**config.mk**
```make
export PLATFORM = sky130hd
export DESIGN_NAME = sipc_top
export DESIGN_NICKNAME = d
export VERILOG_FILES = /design/src/shared/sipc_pkg.sv /design/src/rtl/sipc_top.sv
export SDC_FILE = /design/constraint.sdc
export NUM_CORES = 1
export LEC_CHECK = 0
export ABC_AREA = 1
export BUFFER_PORTS_ARGS = -buffer_cell sky130_fd_sc_hd__clkbuf_2
export CAP_MARGIN = 20
export CORE_ASPECT_RATIO = 2
export CORE_MARGIN = 3
export CORE_UTILIZATION = 35
export CTS_CLUSTER_DIAMETER = 60
export DETAILED_ROUTE_END_ITERATION = 8
export PLACE_DENSITY = 0.66
export SYNTH_ARGS = -nofsm -noshare
export SYNTH_HDL_FRONTEND = slang
export SYNTH_SLANG_ARGS = --single-unit
```
**constraint.sdc**
```tcl
create_clock -name clk_sys_i -period 1.7 [get_ports clk_sys_i]
set_input_delay 0.34 -clock clk_sys_i [delete_from_list [all_inputs] [get_ports clk_sys_i]]
set_output_delay 0.34 -clock clk_sys_i [all_outputs]
set_load 0.05 [all_outputs]
```
**src/shared/sipc_pkg.sv**
```systemverilog
/*
 * Package for the sleep/idle power controller: register offsets, field
 * positions, reset values, state codes and wake delay constants.
 * Assumes a 50 MHz system clock and a 32-bit classic Wishbone bus.
 */
`default_nettype none
package sipc_pkg;
    localparam int CLK_MHZ = 50;
    // Wake delays in their own unit, then in cycles (least times round up)
    localparam int POR_DELAY_NS = 10000;
    localparam int POR_DELAY_CYC = (POR_DELAY_NS * CLK_MHZ + 999) / 1000;
    localparam int POWERUP_TIMER_DELAY_US = 64;
    localparam int POWERUP_TIMER_DELAY_CYC = POWERUP_TIMER_DELAY_US * CLK_MHZ;
    localparam int OST_CYCLES = 1024;
    localparam int CNT_W = 16;
    // Register byte offsets
    localparam logic [7:0] REG_CTRL = 8'h00;
    localparam logic [7:0] REG_STATUS = 8'h04;
    localparam logic [7:0] REG_CONFIG = 8'h08;
    localparam logic [7:0] REG_PERIPH = 8'h0C;
    // Status field positions (reset control register)
    localparam int ST_WATCHDOG_TIMEOUT_FLAG = 4;
    localparam int ST_SLEEP = 3;
    localparam int ST_IDLE = 2;
    // Config field positions
    localparam int CF_CLKSW = 0;
    localparam int CF_WDT_EN = 1;
    localparam int CF_FAILSAFE_CLOCK_MONITOR_EN = 2;
    localparam int CF_BOR_EN = 3;
    localparam int CF_LVD_EN = 4;
    localparam int CF_PLL = 5;
    localparam int CF_LPOSC_SLP = 6;
    localparam int CF_COSC = 8;
    // Oscillator select codes
    localparam logic [1:0] OSC_EXT = 2'h0;
    localparam logic [1:0] OSC_FRC = 2'h1;
    localparam logic [1:0] OSC_LP = 2'h2;
    localparam logic [1:0] OSC_XTAL = 2'h3;
    localparam logic [31:0] CONFIG_RST = 32'h0000_0000;
    localparam logic [15:0] PERIPH_RST = 16'h0000;
    typedef enum logic [2:0] {
        ST_RUN = 3'b000,
        ST_IDLE_S = 3'b001,
        ST_SLEEP_S = 3'b010,
        ST_WAKE = 3'b011,
        ST_WCLK = 3'b100
    } sipc_state_t;
endpackage
`default_nettype wire

```
**src/rtl/sipc_top.sv**
```systemverilog
/*
 * Sleep/idle power controller: gates CPU and peripheral clocks, stops
 * oscillators in sleep, times the wake delays and keeps the status flags.
 * Assumes the CPU core pulses the power-save instruction, the interrupt
 * controller qualifies enable and priority, and the oscillator logic
 * reports running and pll lock levels. Registers over classic Wishbone.
 */
// The placing of the registers and the Wishbone register port are this design's own decisions.
`timescale 1ns/1ps
`default_nettype none
// Notes on behaviour
// RQ1: Power-save instruction operand picks sleep or idle
// RQ2: Sleep stops CPU, peripheral clocks and oscillator
// RQ3: Monitor off in sleep; LOW_POWER_RC_OSC runs with watchdog
// RQ4: Brownout and voltage detect stay on in sleep
// RQ5: Sleep ends on interrupt, reset or watchdog
// RQ6: Wake restarts previous clock selection
// RQ7: Poweron or brownout picks oscillator from fuses
// RQ8: Crystal waits startup timer, PLL waits lock; here lock is checked only on crystal wakes, not with RC or external clocks
// RQ9: RC or external clocks use only por delay
// RQ10: LP crystal kept running uses por delay only
// RQ11: Interrupt wake from sleep sets sleep flag
// RQ12: Dead crystal: trap and FAST_RC_OSC, else suspend
// RQ13: Non-poweron resets set sleep flag; poweron clears
// RQ14: Watchdog wake from sleep sets sleep, timeout
// RQ15: Idle stops only the CPU clock; here idle also stops each peripheral whose PERIPH bit is clear
// RQ16: Per-peripheral bit keeps it running in idle
// RQ17: Monitor stays active in idle when enabled
// RQ18: Idle ends on interrupt, reset or watchdog
// RQ19: Idle wake is immediate, resumes next instruction
// RQ20: Interrupt wake from idle sets idle flag
// RQ21: Watchdog wake from idle sets idle, timeout
// RQ22: Watchdog resets when running, only wakes sleeping
// RQ23: One low-power state at a time, from run
module sipc_top #(
    parameter int POWERUP_TIMER_CYC = sipc_pkg::POWERUP_TIMER_DELAY_CYC
) (
    input wire logic clk_sys_i,
    input wire logic rstn_i,
    input wire logic wb_cyc_i,
    input wire logic wb_stb_i,
    input wire logic wb_we_i,
    input wire logic [7:0] wb_adr_i,
    input wire logic [3:0] wb_sel_i,
    input wire logic [31:0] wb_dat_i,
    output logic [31:0] wb_dat_o,
    output logic wb_ack_o,
    output logic wb_err_o,
    input wire logic power_save_instruction_i,
    input wire logic power_save_sleep_i,
    input wire logic irq_wake_i,
    input wire logic watchdog_timeout_i,
    input wire logic reset_event_i,
    input wire logic por_event_i,
    input wire logic bor_event_i,
    input wire logic [1:0] osc_family_fuse_i,
    input wire logic [3:0] primary_osc_mode_fuse_i,
    input wire logic osc_running_i,
    input wire logic pll_locked_i,
    output logic cpu_clk_en_o,
    output logic [15:0] periph_clk_en_o,
    output logic osc_en_o,
    output logic low_power_rc_osc_en_o,
    output logic failsafe_clock_monitor_active_o,
    output logic bor_active_o,
    output logic lvd_active_o,
    output logic irq_vector_o,
    output logic clock_fail_trap_o,
    output logic frc_force_o,
    output logic watchdog_reset_o,
    output logic [1:0] wake_osc_o
);
    typedef struct packed {
        sipc_pkg::sipc_state_t st;
        logic [sipc_pkg::CNT_W-1:0] cnt;
        logic need_ost;
        logic wake_irq;
        logic [31:0] cfg;
        logic [15:0] periph;
        logic flag_sleep;
        logic flag_idle;
        logic flag_watchdog_timeout_flag;
        logic ack;
        logic err;
        logic [31:0] rdat;
        logic vec;
        logic trap;
        logic fast_rc_osc;
        logic wdt_rst;
    } sipc_regs_t;

    sipc_regs_t s_q;
    sipc_regs_t s_d;
    logic [1:0] osc_sel;
    logic fast_wake;
    logic wake_ev;
    logic [31:0] status_word;

    // Merge a write word into a register under byte enables
    function automatic logic [31:0] merge(input logic [31:0] old, input logic [31:0] nw,
                                          input logic [3:0] sel);
        logic [31:0] r;
        r = old;
        for (int i = 0; i < 4; i++) begin
            if (sel[i]) begin
                r[i*8 +: 8] = nw[i*8 +: 8];
            end
        end
        return r;
    endfunction

    // Wake clock: kept COSC selection when CLKSW is set, else the fuses
    always_comb begin
        if (s_q.cfg[sipc_pkg::CF_CLKSW]) begin
            osc_sel = s_q.cfg[sipc_pkg::CF_COSC +: 2]; // [RQ6]
        end else begin
            osc_sel = osc_family_fuse_i; // [RQ6]
        end
        // LP crystal kept running through sleep needs no startup wait
        fast_wake = (osc_sel != sipc_pkg::OSC_XTAL)
            && !(osc_sel == sipc_pkg::OSC_LP && !s_q.cfg[sipc_pkg::CF_LPOSC_SLP]); // [RQ9] [RQ10]
    end

    assign wake_ev = irq_wake_i || watchdog_timeout_i;
    assign status_word = {27'h000_0000, s_q.flag_watchdog_timeout_flag, s_q.flag_sleep, s_q.flag_idle, 2'h0};

    // Next-state logic for the whole block
    always_comb begin
        s_d = s_q;
        s_d.ack = 1'b0;
        s_d.err = 1'b0;
        s_d.vec = 1'b0;
        s_d.wdt_rst = 1'b0;
        s_d.trap = 1'b0;

        // Register slave; ack drops the cycle after it is given
        if (wb_cyc_i && wb_stb_i && !s_q.ack && !s_q.err) begin
            unique case (wb_adr_i)
                sipc_pkg::REG_CTRL: begin
                    s_d.ack = 1'b1;
                    s_d.rdat = {29'h0000_0000, s_q.st};
                end
                sipc_pkg::REG_STATUS: begin
                    s_d.ack = 1'b1;
                    s_d.rdat = status_word;
                    if (wb_we_i && wb_sel_i[0]) begin
                        s_d.flag_watchdog_timeout_flag = wb_dat_i[sipc_pkg::ST_WATCHDOG_TIMEOUT_FLAG];
                        s_d.flag_sleep = wb_dat_i[sipc_pkg::ST_SLEEP];
                        s_d.flag_idle = wb_dat_i[sipc_pkg::ST_IDLE];
                    end
                end
                sipc_pkg::REG_CONFIG: begin
                    s_d.ack = 1'b1;
                    s_d.rdat = s_q.cfg;
                    if (wb_we_i) begin
                        s_d.cfg = merge(s_q.cfg, wb_dat_i, wb_sel_i);
                    end
                end
                sipc_pkg::REG_PERIPH: begin
                    s_d.ack = 1'b1;
                    s_d.rdat = {16'h0000, s_q.periph};
                    if (wb_we_i) begin
                        s_d.periph = 16'(merge({16'h0000, s_q.periph}, wb_dat_i, wb_sel_i));
                    end
                end
                default: begin
                    s_d.err = 1'b1;
                    s_d.rdat = 32'h0000_0000;
                end
            endcase
        end

        // Power state machine
        unique case (s_q.st)
            sipc_pkg::ST_RUN: begin
                if (watchdog_timeout_i) begin
                    s_d.wdt_rst = 1'b1; // [RQ22]
                    s_d.flag_watchdog_timeout_flag = 1'b1;
                end else if (power_save_instruction_i) begin
                    // Only accepted while running
                    s_d.st = power_save_sleep_i ? sipc_pkg::ST_SLEEP_S
                                                : sipc_pkg::ST_IDLE_S; // [RQ1] [RQ23]
                end
            end
            sipc_pkg::ST_IDLE_S: begin
                if (wake_ev) begin
                    s_d.st = sipc_pkg::ST_RUN; // [RQ18] [RQ19]
                    s_d.flag_idle = 1'b1; // [RQ20] [RQ21]
                    s_d.vec = irq_wake_i;
                    if (watchdog_timeout_i) begin
                        s_d.flag_watchdog_timeout_flag = 1'b1; // [RQ21]
                    end
                end
            end
            sipc_pkg::ST_SLEEP_S: begin
                if (wake_ev) begin
                    s_d.st = sipc_pkg::ST_WAKE; // [RQ5]
                    s_d.flag_sleep = 1'b1; // [RQ11] [RQ14]
                    s_d.wake_irq = irq_wake_i;
                    s_d.need_ost = !fast_wake; // [RQ8]
                    s_d.cnt = fast_wake ? sipc_pkg::CNT_W'(sipc_pkg::POR_DELAY_CYC)
                        : sipc_pkg::CNT_W'(sipc_pkg::POR_DELAY_CYC + POWERUP_TIMER_CYC
                                           + sipc_pkg::OST_CYCLES); // [RQ8] [RQ9]
                    if (watchdog_timeout_i) begin
                        s_d.flag_watchdog_timeout_flag = 1'b1; // [RQ14] [RQ22]
                    end
                end
            end
            sipc_pkg::ST_WAKE: begin
                if (s_q.cnt > 1) begin
                    s_d.cnt = s_q.cnt - 1'b1;
                end else if (s_q.need_ost && (!osc_running_i
                         || (s_q.cfg[sipc_pkg::CF_PLL] && !pll_locked_i))) begin
                    if (s_q.cfg[sipc_pkg::CF_FAILSAFE_CLOCK_MONITOR_EN]) begin
                        s_d.trap = 1'b1; // [RQ12]
                        s_d.fast_rc_osc = 1'b1;
                        s_d.st = sipc_pkg::ST_RUN;
                    end else begin
                        s_d.st = sipc_pkg::ST_WCLK; // [RQ12]
                    end
                end else begin
                    s_d.st = sipc_pkg::ST_RUN;
                    s_d.vec = s_q.wake_irq; // [RQ11]
                end
            end
            sipc_pkg::ST_WCLK: begin
                // Suspended until the crystal and PLL are good
                if (osc_running_i && (!s_q.cfg[sipc_pkg::CF_PLL] || pll_locked_i)) begin
                    s_d.st = sipc_pkg::ST_RUN; // [RQ12]
                    s_d.vec = s_q.wake_irq;
                end
            end
            default: begin
                s_d.st = sipc_pkg::ST_RUN;
            end
        endcase

        // Any reset wakes; poweron clears flags, others mark the state
        if (reset_event_i || por_event_i || bor_event_i) begin
            s_d.st = sipc_pkg::ST_RUN; // [RQ5] [RQ18]
            s_d.fast_rc_osc = 1'b0;
            if (por_event_i) begin
                s_d.flag_sleep = 1'b0; // [RQ13] [RQ20]
                s_d.flag_idle = 1'b0;
                s_d.flag_watchdog_timeout_flag = 1'b0;
            end else begin
                // Build on s_d so a same-cycle software write is not lost
                s_d.flag_sleep = s_d.flag_sleep || (s_q.st != sipc_pkg::ST_RUN
                    && s_q.st != sipc_pkg::ST_IDLE_S); // [RQ13]
                s_d.flag_idle = s_d.flag_idle || (s_q.st == sipc_pkg::ST_IDLE_S); // [RQ20]
            end
            if (por_event_i || bor_event_i) begin
                // Fuses decide the oscillator, not the old selection
                s_d.cfg[sipc_pkg::CF_COSC +: 2] = osc_family_fuse_i; // [RQ7]
                s_d.cfg[sipc_pkg::CF_PLL] = primary_osc_mode_fuse_i[3]; // [RQ7]
            end
        end
    end

    // Single register bank for all state
    always_ff @(posedge clk_sys_i) begin
        if (!rstn_i) begin
            s_q <= '{st: sipc_pkg::ST_RUN, cnt: '0, need_ost: 1'b0, wake_irq: 1'b0,
                     cfg: sipc_pkg::CONFIG_RST, periph: sipc_pkg::PERIPH_RST,
                     flag_sleep: 1'b0, flag_idle: 1'b0, flag_watchdog_timeout_flag: 1'b0, ack: 1'b0,
                     err: 1'b0, rdat: 32'h0000_0000, vec: 1'b0, trap: 1'b0, fast_rc_osc: 1'b0,
                     wdt_rst: 1'b0};
        end else begin
            s_q <= s_d;
        end
    end

    // Clock gating and analog enables
    logic sleeping;
    assign sleeping = (s_q.st == sipc_pkg::ST_SLEEP_S) || (s_q.st == sipc_pkg::ST_WAKE)
                      || (s_q.st == sipc_pkg::ST_WCLK);
    assign cpu_clk_en_o = (s_q.st == sipc_pkg::ST_RUN); // [RQ2] [RQ15]
    assign periph_clk_en_o = sleeping ? 16'h0000
        : ((s_q.st == sipc_pkg::ST_IDLE_S) ? s_q.periph : 16'hFFFF); // [RQ2] [RQ16]
    // LP crystal may be told to keep running through sleep
    assign osc_en_o = !(s_q.st == sipc_pkg::ST_SLEEP_S)
        || (osc_sel == sipc_pkg::OSC_LP && s_q.cfg[sipc_pkg::CF_LPOSC_SLP]); // [RQ2] [RQ10]
    assign low_power_rc_osc_en_o = !sleeping || s_q.cfg[sipc_pkg::CF_WDT_EN]; // [RQ3]
    assign failsafe_clock_monitor_active_o = s_q.cfg[sipc_pkg::CF_FAILSAFE_CLOCK_MONITOR_EN] && !sleeping; // [RQ3] [RQ17]
    assign bor_active_o = s_q.cfg[sipc_pkg::CF_BOR_EN]; // [RQ4]
    assign lvd_active_o = s_q.cfg[sipc_pkg::CF_LVD_EN]; // [RQ4]
    assign irq_vector_o = s_q.vec;
    assign clock_fail_trap_o = s_q.trap;
    assign frc_force_o = s_q.fast_rc_osc;
    assign watchdog_reset_o = s_q.wdt_rst;
    assign wake_osc_o = osc_sel;
    assign wb_dat_o = s_q.rdat;
    assign wb_ack_o = s_q.ack;
    assign wb_err_o = s_q.err;
endmodule
`default_nettype wire

```
Word-level counts from Yosys, hierarchy flattened. Cells that the tools add are included.

Output and inout port bits: 62. Input port bits: 64. Register bits after elaboration: 110. Logic and storage cells: 149.

Bitwise logic cells: 4. Equal/unequal tests: 17. Mux-type cells: 52. Order comparisons: 1. Reductions and logical operators: 53. Add/sub/neg operators: 1.

Operator list (number): 32-bit one-hot mux with 4 select lines (1); 16-bit two-way mux (5); 63-bit two-way mux (1); 3-bit two-way mux (11); 16-bit one-hot mux with 2 select lines (1); 4-bit AND reduction (7); 8-bit two-way mux (3); 21-bit two-way mux (1); 10-bit two-way mux (2); 2-bit two-way mux (9); 8-bit by 4-bit equality test with 1-bit output (second input constant) (2); 16-bit by 1-bit greater-than comparator with 1-bit output (second input constant) (1); 2-bit != test (second input constant) (8); 16-bit by 1-bit subtractor with 16-bit output (second input constant) (1); 3-bit one-hot mux with 5 select lines (1); 1-bit two-way mux (14); 13-bit two-way mux (1); 1-bit logical AND (12); 1-bit logical OR (12); 1-bit zero test (10); 8-bit by 3-bit equality test with 1-bit output (second input constant) (1); 8-bit zero test (1); 4-bit OR reduction (2); 3-bit by 2-bit equality test with 1-bit output (second input constant) (2); 13 further kinds (19).

Longest topological paths before layout. Gate-level depths: netlist of the first run.

Depth in word-level cells: 10. Mapped depth: 13.

Worst setup path before layout of the first run. No wires, ideal clock.

Path kind: register to output. From: reg s_q[57] (netlist name). To: out osc_en_o. Buffers on the path: 0. Data arrival time: 2.858 ns. Slack: -1.498 ns. Cell stages (with the launch flop): 5. Cell sequence: dfxtp_1 inv_1 o21ai_0 nand3_1 o21ai_0.

Word-level cells in the longest chain between the ends: 4.

Ends and longest elaborated chain: start, declared (RTL line sipc_top.sv:92) `sipc_regs_t s_q;`; start signal, assigned (RTL line sipc_top.sv:263) `s_q <= '{st: sipc_pkg::ST_RUN, cnt: '0, need_ost: 1'b0, wake_irq: 1'b0,`; 2-bit two-way mux (RTL line sipc_top.sv:114) `if (s_q.cfg[sipc_pkg::CF_CLKSW]) begin`; net wake_osc_o[1] (RTL line sipc_top.sv:71) `output logic [1:0] wake_osc_o`; 2-bit equality test (RTL line sipc_top.sv:282) `|| (osc_sel == sipc_pkg::OSC_LP && s_q.cfg[sipc_pkg::CF_LPOSC_SLP]);`; 1-bit logical AND (RTL line sipc_top.sv:282); 1-bit logical OR (RTL line sipc_top.sv:282); end, declared (RTL line sipc_top.sv:62) `output logic osc_en_o,`.

The timed path passes the listed nets, and every way through them passes these cells.

Final worst setup path of the first run.
From: reg s_q[109] (netlist name). To: out periph_clk_en_o[13].

Word-level cells in the longest chain between the ends: 4. Elaborated cells between the ends (all ways): 8. Classes of those cells: 4 x eq/ne; 2 x mux; 2 x reduce/logical.

Ends and longest elaborated chain: 3-bit by 2-bit equality test with 1-bit output (RTL line sipc_top.sv:275) `assign sleeping = (s_q.st == sipc_pkg::ST_SLEEP_S) || (s_q.st == sipc_pkg::ST_WAKE)`; 1-bit logical OR (RTL line sipc_top.sv:275); 1-bit logical OR (RTL line sipc_top.sv:276) `|| (s_q.st == sipc_pkg::ST_WCLK);`; 16-bit two-way mux * (RTL line sipc_top.sv:278) `assign periph_clk_en_o = sleeping ? 16'h0000`; end, declared (RTL line sipc_top.sv:61) `output logic [15:0] periph_clk_en_o,`.

Mark *: on every way between the ends. The rest lies on a longest branch, timed or not.

==> key figures, run 1 <==
Cells and area
  – Antenna cell count: 0
  – Layout net count: 956
  – Layout cells sized above 1: between 30% and 40%
  – Non-Filler Cell Area, Final: 7133 um2
  – Layout Cells excl Fill: between 1000 and 1500
  – Fin util: 48.91%
  – Area growth syn-to-layout: 35.06%

Clock network
  – Worst-path clk slew: about 0.08 ns
  – # hold bufs at CTS: 0
  – CTS root buf: clkbuf_16
  – Num CTS Buffers: 9
  – Worst skew pair latency: 0.35 ns
  – Clock Tree Buf Depth: 2
  – Clk sinks: 110
  – H-Tree Depth: 3
  – CTS tree: built

Place
  – Worst Setup Slack post-DPL: -0.05273 ns
  – Number of port buffers: 122
  – Placed insts: 1061
  – HPWL Detailed: between 10000 and 15000 um
  – Gpl congestion: 0.9066
  – DP Area: roughly 6300 um2

Worst setup path
  – CP top delay family: buffers and inverters
  – Data arrival time of the worst path: 1.64 ns
  – Critical Path Start Type: flop
  – Maximum fanout along the worst path: 5
  – Worst path slowest cell: dfxtp_4
  – WP buf/inv: 4
  – Endpoint class of the critical path: output port
  – Critical Path Max Stage Delay: 0.36 ns
  – Crit Path Category: flop to output port
  – CP required: 1.36 ns
  – Worst path cell trace: inv_4 > nand2_2 > inv_2 > or2_4 > buf_16 > a21oi_4 > buf_8
  – Flop-to-flop setup slack: about 0.12 ns

Timing
  – Final period utilization: 116.4%
  – Fin. Hold Viols: 0
  – Tmin final: 1.979 ns
  – Fmax: 505.2 MHz
  – Final setup fails: 18
  – Post-route setup slack: -0.2795 ns
  – Worst Tran Pin Value: roughly 0.36 ns
  – Worst slew margin: 75.64%
  – Worst Skew: 0.009290 ns
  – Unrepaired setup endpoints after global routing: true
  – Final Max Tran Viols: 0

Synthesis
  – Syn Area/Cell: 6.967 um2
  – EDFF count, synth: 0
  – Synthesized net count: 824
  – Mapped Cells: roughly 760
  – Sequential-to-total area share from yosys stat: between 40% and 50%
  – Mapped Area: about 5300 um2
  – Unique masters post-synth: 38
  – Seq cells post-synth: 110
  – FFs w/ async S/R, synth: 0%
  – Yosys warns: 0
  – Ys flop type: dfxtp_1

Floorplanning
  – Initial core utilization: 36.21%
  – IO Pins: 126
  – Die height: 179.7 um
  – Die area: between 15000 and 20000 um2
  – Die W: 92.86 um
  – Row cnt: 62
  – Core area: approximately 15000 um2

Global routing
  – Total gr overflow: 0
  – Vias in the first global route: 5153
  – Gr usage total: 18.68%
  – Largest net degree at the start of global routing: 30
  – First-pass GRT wire length: approximately 25000 um
  – Initial antenna violation count: 0

Worst hold path
  – HP Class: input port to flop

Pwr
  – Int Pwr: 3.967 mW
  – Psw: 1.353 mW
  – Sw Share: 25.44%
  – Clock Power Share: ~40%
  – Pwr Density: about 750 nW/um2
  – Worst VDD drop: around 0.44 mV
  – Reg power frac: 48.8%
  – Comb pwr share: 11.0%
  – Final Power: between 5 and 6 mW
  – Leakage power total: 3.051 nW

Drt
  – DRC viols: 0
  – DR iter-0 viols: around 170
  – Pre-antenna DRT Iters: 4
  – DR vias/cell: approximately 4.8
  – Routed length per instance: 14.41 um
  – Vias: 5212
  – Total Wirelength: 15670 um
  – Detail Route Antenna Nets: 0

Run
  – Max-cap viol count: 0

Status
  – Failing checks: negative setup slack
  – Status: finished, violations left
[tightest hold or removal path: stages]
cell      delay (ns)
clkbuf_2        0.08
nand2_1         0.05
a21oi_1         0.05
[cell usage after synthesis, types with 7 or more instances]
library cell	number	area, um2
o22ai_1	10	62.56
buf_2	10	50.05
a21oi_1	77	385.4
nand3_1	39	195.2
clkbuf_1	13	48.80
nor3_1	29	145.1
inv_2	7	26.28
buf_4	32	240.2
inv_1	66	247.7
o21ai_0	43	215.2
nor2_1	86	322.8
nor4_1	8	50.05
nand2_1	179	671.9
dfxtp_1	110	2202
[through the flow]
stage / hold WS, ns / setup TNS (ns)
global placement: 0.4394 / -0.1343
global route: 0.2146 / -5.547
detailed placement: 0.4446 / -0.3699
floorplan: 0.4304 / -0.1191
finish: 0.2151 / -4.599
CTS: 0.2095 / -4.811
[flip-flops by register name (all words and copies together), names as in the netlist]
register,count
s_q,70
wb_dat_o,32
bor_active_o,1
clock_fail_trap_o,1
frc_force_o,1
irq_vector_o,1
lvd_active_o,1
watchdog_reset_o,1
wb_ack_o,1
wb_err_o,1
[path summary, 6_finish.rpt]
| kind | from | cells past startpoint | end |
|---|---|---|---|
| worst max-delay path | s_q[109] | 7 | periph_clk_en_o[13] |
| worst min-delay path | wb_dat_i[29] | 3 | s_q[86] |
| worst max register to register | s_q[91] | 14 | s_q[106] |
| worst min register to register | s_q[69] | 2 | s_q[69] |
[placed cells by master (no fill, tap or decap), types with 6 or more instances in the layout]
cell	instances
dfxtp_1	104
inv_1	58
buf_4	52
nor2_2	8
o22ai_1	10
nor2_1	77
clkbuf_16	10
nor4_1	8
a21oi_1	62
clkbuf_2	102
nor2_4	10
nand2_1	173
buf_8	17
nand2_2	6
inv_2	13
a21oi_4	15
o21ai_0	38
nor3_1	28
nand3_1	38
[layer usage]
metal | global-route usage [%] | part of all wire, % | vias to the layer above
met5 | 0 | 0 | -
met4 | 8.045 | 3.2 | 0
met3 | 3.264 | 3.7 | 31
met2 | 34.99 | 56 | 124
met1 | 19.88 | 37 | 2366
li1 | - | - | 2691
[power groups by stage]
stage	Sequential, mW	Combinational (mW)	Clock [mW]
3_5_place_dp	2.66	0.512	0
4_1_cts	2.60	0.565	2.18
5_1_grt	2.60	0.636	2.30
2_1_floorplan	2.67	0.294	0
6_report	2.60	0.587	2.14
3_3_place_gp	2.66	0.508	0
[final cells by class]
type	count	area, um2
clock buffer	10	229.0
clock inverter	6	67.56
fill	1507	7451
inverter	75	290.3
multi-input combinational	512	2713
sequential	110	2217
tap	192	240.2
timing repair buffer	182	1376
[cell families after synthesis]
group	after synthesis	share of synthesized area (%)
compound gates	137	13.53
buf+inv	136	12.49
simple gates	367	30.82
fa+ha+maj	2	0.4737
flops	110	41.70
xor+xnor	6	0.9950
[timing repair]
action | 4_1_cts | 5_1_grt
gates resized for setup | 70 | 40
pin swaps | 4 | 7
buffers inserted | 5 | 1
endpoints found under the setup margin | 34 | 33
cloned | 3 | 1
No activity file was read; power rests on OpenSTA's default activity.
==> run 2, diff against run 1 <==
--- a/config.mk
+++ b/config.mk
@@ -13,7 +13,7 @@
 export CORE_UTILIZATION = 35
 export CTS_CLUSTER_DIAMETER = 60
 export DETAILED_ROUTE_END_ITERATION = 8
-export PLACE_DENSITY = 0.66
+export PLACE_DENSITY = 0.57
 export SYNTH_ARGS = -nofsm -noshare
 export SYNTH_HDL_FRONTEND = slang
 export SYNTH_SLANG_ARGS = --single-unit
==> run 2 against run 1 <==
Net effect:
- final cell count up 1.0%
- clock-buffer cell count unchanged
- flip-flop and latch count unchanged
- core utilization up 0.34 points
- highest routed layer unchanged
- maximum frequency up 2.2%
- design area up 0.70%
- the run still ends with negative setup slack left
- via count up 0.88%
- non-clock buffer count up 11
- routed wire length up 2.0%
- critical path depth down 2
==> key figures, run 2 (synthesized netlist as in run 1, its figures left out) <==
Status
  – Status: finished, violations left
  – Failing checks: negative setup slack

Drt
  – DR iter-0 viols: 187
  – Vias: 5258
  – DR vias/cell: 4.789
  – Detail Route Antenna Nets: 0
  – Total Wirelength: 15980 um
  – Routed length per instance: 14.55 um
  – DRC viols: 0
  – Pre-antenna DRT Iters: 4

Pwr
  – Final Power: 5.231 mW
  – Int Pwr: 3.832 mW
  – Psw: roughly 1.4 mW
  – Reg power frac: 49.7%
  – Clock Power Share: 39.1%
  – Pwr Density: 728.2 nW/um2
  – Sw Share: 26.73%
  – Comb pwr share: 11.2%
  – Worst VDD drop: approximately 0.46 mV
  – Leakage power total: 3.111 nW

Place
  – DP Area: approximately 6400 um2
  – Gpl congestion: just under 0.9
  – HPWL Detailed: 12110 um
  – Number of port buffers: 122
  – Worst Setup Slack post-DPL: -0.07081 ns

Cells and area
  – Fin util: 49.25%
  – Non-Filler Cell Area, Final: 7183 um2
  – Antenna cell count: 0
  – Reg with most FFs: s_q
  – Largest register FFs: 70
  – Layout net count: 967
  – Most frequent cells in the layout: 171 x nand2_1, 104 x dfxtp_1, 102 x clkbuf_2
  – Most common cell after layout, fill and taps aside: nand2_1
  – Layout cells sized above 1: 31.57%
  – Area growth syn-to-layout: 36.01%

Clock network
  – CTS tree: built
  – H-Tree Depth: 3
  – Clock Tree Buf Depth: 2
  – # hold bufs at CTS: 0
  – Num CTS Buffers: 9
  – CTS root buf: clkbuf_16
  – Worst skew pair latency: between 0.3 and 0.4 ns
  – Clk sinks: 110
  – Worst-path clk slew: 0.08 ns

Timing
  – Unrepaired setup endpoints after global routing: true
  – Fin. Hold Viols: 0
  – Post-route setup slack: -0.2374 ns
  – Worst slew margin: 75.26%
  – Worst Skew: 0.01042 ns
  – Final period utilization: 114.0%
  – Final Max Tran Viols: 0
  – Worst Tran Pin Value: 0.3699 ns
  – Fmax: 516.1 MHz
  – Tmin final: 1.937 ns
  – Final setup fails: 18

Floorplanning
  – Core area: 14580 um2
  – Die W: 92.86 um
  – Initial core utilization: 36.21%
  – Row cnt: 62
  – IO Pins: ~130
  – Die height: 179.7 um
  – Die area: 16690 um2

Global routing
  – Initial antenna violation count: 0
  – Vias in the first global route: 5200
  – First-pass GRT wire length: 25400 um
  – Largest net degree at the start of global routing: 51
  – Total gr overflow: 0
  – Gr usage total: a little under a fifth

Worst setup path
  – Endpoint class of the critical path: output port
  – Data arrival time of the worst path: 1.60 ns
  – CP required: around 1.4 ns
  – Worst R2R Path Depth: 12
  – Crit Path Category: flop to output port
  – Critical Path Start Type: flop
  – Maximum fanout along the worst path: 6

Worst hold path
  – HP Class: input port to flop
  – Hold path depth: 3

Run
  – Max-cap viol count: 0
==> run 2: worst max-delay path, stage by stage, from the launching register on <==
cell	delay, ns
dfxtp_4	0.38
nor3_2	0.21
or2_4	0.22
buf_6	0.18
nand2_2	0.05
clkbuf_4	0.20
==> run 2: layout make-up <==
type | instances | area, um2
clock inverters | 6 | 51.30
flip-flops and latches | 110 | 2215
repair buffers | 193 | 1426
fillers | 1532 | 7401
multi-input cells | 512 | 2729
inverters | 75 | 292.8
well taps | 192 | 240.2
clock buffers | 10 | 229.0
==> run 2: metal layers <==
layer	vias to the layer above	GRT usage, %	wire [um]
met5	-	0	0
li1	2716	-	-
met2	121	35.86	8843
met3	36	2.971	530
met4	0	8.984	595
met1	2385	20.35	6010
==> run 2: power groups by stage <==
stage | combinational (mW) | sequential, mW | clock, mW
final | 0.587 | 2.60 | 2.05
after global placement | 0.519 | 2.66 | 0
after floorplan | 0.294 | 2.67 | 0
after global routing | 0.641 | 2.60 | 2.23
after detailed placement | 0.522 | 2.66 | 0
after CTS | 0.563 | 2.60 | 2.11
==> run 2: worst paths after layout <==
path	from	to	slack [ns]
worst min-delay path	wb_dat_i[29]	s_q[86]	0.22
worst max-delay path	s_q[107]	low_power_rc_osc_en_o	-0.24
worst max register to register	s_q[91]	s_q[96]	0.07
worst min register to register	s_q[64]	s_q[64]	0.45
==> run 2: what timing repair did <==
action / in CTS / in global routing
pin swaps: 4 / 5
resized for setup: 63 / 54
setup buffers: 5 / 6
gates cloned: 1 / 0
endpoints found under the setup margin: 37 / 39
==> run 2: through the flow <==
| step | cells | hold slack (ns) | TNS (ns) |
|---|---|---|---|
| 2_1_floorplan | 758 | 0.4304 | -0.1191 |
| 3_5_place_dp | 1070 | 0.4456 | -0.9603 |
| 5_1_grt | 1098 | 0.2109 | -5.107 |
| 6_report | 1098 | 0.2186 | -3.902 |
| 3_3_place_gp | 1070 | 0.4382 | -0.2941 |
| 4_1_cts | 1092 | 0.2079 | -4.063 |
==> run 3, diff against run 2 <==
--- a/config.mk
+++ b/config.mk
@@ -10,10 +10,11 @@
 export CAP_MARGIN = 20
 export CORE_ASPECT_RATIO = 2
 export CORE_MARGIN = 3
-export CORE_UTILIZATION = 35
+export CORE_UTILIZATION = 54
 export CTS_CLUSTER_DIAMETER = 60
 export DETAILED_ROUTE_END_ITERATION = 8
-export PLACE_DENSITY = 0.57
+export PLACE_DENSITY = 0.81
+export RECOVER_POWER = 100
 export SYNTH_ARGS = -nofsm -noshare
 export SYNTH_HDL_FRONTEND = slang
 export SYNTH_SLANG_ARGS = --single-unit
==> run 3 against run 2 <==
Net effect:
- the run still ends with negative setup slack left
- highest routed layer unchanged
- clock power is 9% higher
- clock skew hardly changed
- non-clock buffer count is 19 lower
- design area is 3.7% lower
- largest power group unchanged
==> key figures, run 3 (synthesized netlist as in run 1, its figures left out) <==
Cells and area
  – Sequential Area: 2215 um2
  – Multi-input gate area: 2683 um2
  – Fin util: 73.22%
  – Largest register FFs: 70
  – Reg with most FFs: s_q
  – Layout net count: roughly 950
  – Most frequent cells in the layout: 174 x nand2_1, 106 x dfxtp_1, 79 x nor2_1
  – Fillers: 752
  – Area growth syn-to-layout: 30.96%
  – Most common cell after layout, fill and taps aside: nand2_1
  – Layout cells sized above 1: ~24%
  – Antenna cell count: 0
  – Layout Cells excl Fill: between 1000 and 1500
  – Non-Filler Cell Area, Final: 6917 um2

Place
  – Worst Setup Slack post-DPL: -0.06864 ns
  – Gpl congestion: approximately 0.90
  – Placed insts: 990
  – HPWL Detailed: 10980 um
  – DP Area: 6192 um2
  – Number of port buffers: 122

Pwr
  – Clock Power Share: 41.3%
  – Int Pwr: 4.085 mW
  – Worst VDD drop: 0.8149 mV
  – Pwr Density: 780.8 nW/um2
  – Leakage power total: 2.871 nW
  – Sw Share: 24.36%
  – Psw: 1.315 mW
  – Reg power frac: 48.1%
  – Comb pwr share: 10.5%
  – Final Power: 5.400 mW

Floorplanning
  – Die height: 145.9 um
  – Die area: 11080 um2
  – Row cnt: 50
  – IO Pins: 126
  – Initial core utilization: 55.91%
  – Die W: 75.93 um
  – Core area: between 9000 and 10000 um2

Clock network
  – Num CTS Buffers: 9
  – CTS root buf: clkbuf_16
  – Worst skew pair latency: between 0.3 and 0.4 ns
  – Clk sinks: between 100 and 150
  – H-Tree Depth: 3
  – # hold bufs at CTS: 0
  – Clock Tree Buf Depth: 2
  – Worst-path clk slew: 0.07 ns
  – CTS tree: built

Timing
  – Post-route setup slack: -0.2788 ns
  – Worst Tran Pin Value: 0.6407 ns
  – Fmax: 505.4 MHz
  – Setup TNS: -6.716 ns
  – Fin. Hold Viols: 0
  – Final Hold Slack: 0.2246 ns
  – Final setup fails: 56
  – Worst slew margin: 57.47%
  – Unrepaired setup endpoints after global routing: true
  – Final Max Tran Viols: 0
  – Tmin final: 1.979 ns
  – Worst Skew: 0.01086 ns
  – Final period utilization: 116.4%

Worst hold path
  – HP Class: input port to flop

Worst setup path
  – Critical Path Start Type: flop
  – Data arrival time of the worst path: 1.64 ns
  – Maximum fanout along the worst path: 5
  – Endpoint class of the critical path: output port
  – Critical Path Max Stage Delay: 0.36 ns
  – Crit Path Category: flop to output port
  – Worst path slowest cell: dfxtp_4
  – CP required: 1.36 ns
  – Worst path cell trace: inv_4 > nand2_2 > inv_2 > or2_4 > buf_16 > a21oi_4 > buf_8

Global routing
  – Largest net degree at the start of global routing: 43
  – Vias in the first global route: 5443
  – First-pass GRT wire length: between 20000 and 30000 um
  – Gr usage total: around 28%
  – Initial antenna violation count: 0
  – Total gr overflow: 0

Drt
  – Routed length per instance: between 15 and 20 um
  – DR iter-0 viols: 600
  – DRC viols: 0
  – DR vias/cell: 5.512
  – Pre-antenna DRT Iters: 6
  – Vias: 5600
  – Detail Route Antenna Nets: 0
  – Total Wirelength: 17060 um

Run
  – Max-cap viol count: 0

Status
  – Failing checks: negative setup slack
  – Status: finished, violations left
==> run 3: repair_timing <==
action,CTS,global route
buffers inserted,3,4
gates cloned,2,2
endpoints found under the setup margin,31,48
resized for setup,54,47
pin swaps,2,4
==> run 3: cell type report <==
class | count | share of cell area [%]
Clock buffer | 10 | 3.310
Inverter | 75 | 4.179
Sequential cell | 110 | 32.02
Timing Repair Buffer | 174 | 18.16
Tap cell | 130 | 2.352
Multi-Input combinational cell | 512 | 38.78
Clock inverter | 5 | 1.194
==> run 3: path summary, 6_finish.rpt <==
path	start	end	cells after the start	slack, ns
worst max register to register	wb_ack_o	s_q[74]	8	-0.11
worst max-delay path	s_q[109]	periph_clk_en_o[2]	7	-0.28
worst min register to register	s_q[80]	wb_dat_o[23]	2	0.46
worst min-delay path	wb_dat_i[16]	s_q[73]	3	0.22
==> run 3: metal layers <==
metal  global-route usage (%)  part of all wire (%)
met5                        0                     0
met4                    14.52                   4.4
met3                    5.081                   4.9
met2                    53.43                    55
met1                    29.17                    35
==> run 3: worst max-delay path: cells and delay by family, from the launching register on <==
family	cells	cell delay [ns]
compound gates	1	0.15
buf+inv	4	0.41
flops	1	0.36
simple gates	2	0.37
==> run 3: power by group through the flow <==
| stage | Sequential, mW | Combinational [mW] | Clock, mW |
|---|---|---|---|
| 2_1_floorplan | 2.67 | 0.294 | 0 |
| 3_3_place_gp | 2.66 | 0.483 | 0 |
| 3_5_place_dp | 2.66 | 0.490 | 0 |
| 4_1_cts | 2.60 | 0.529 | 2.25 |
| 5_1_grt | 2.60 | 0.611 | 2.37 |
| 6_report | 2.60 | 0.569 | 2.23 |
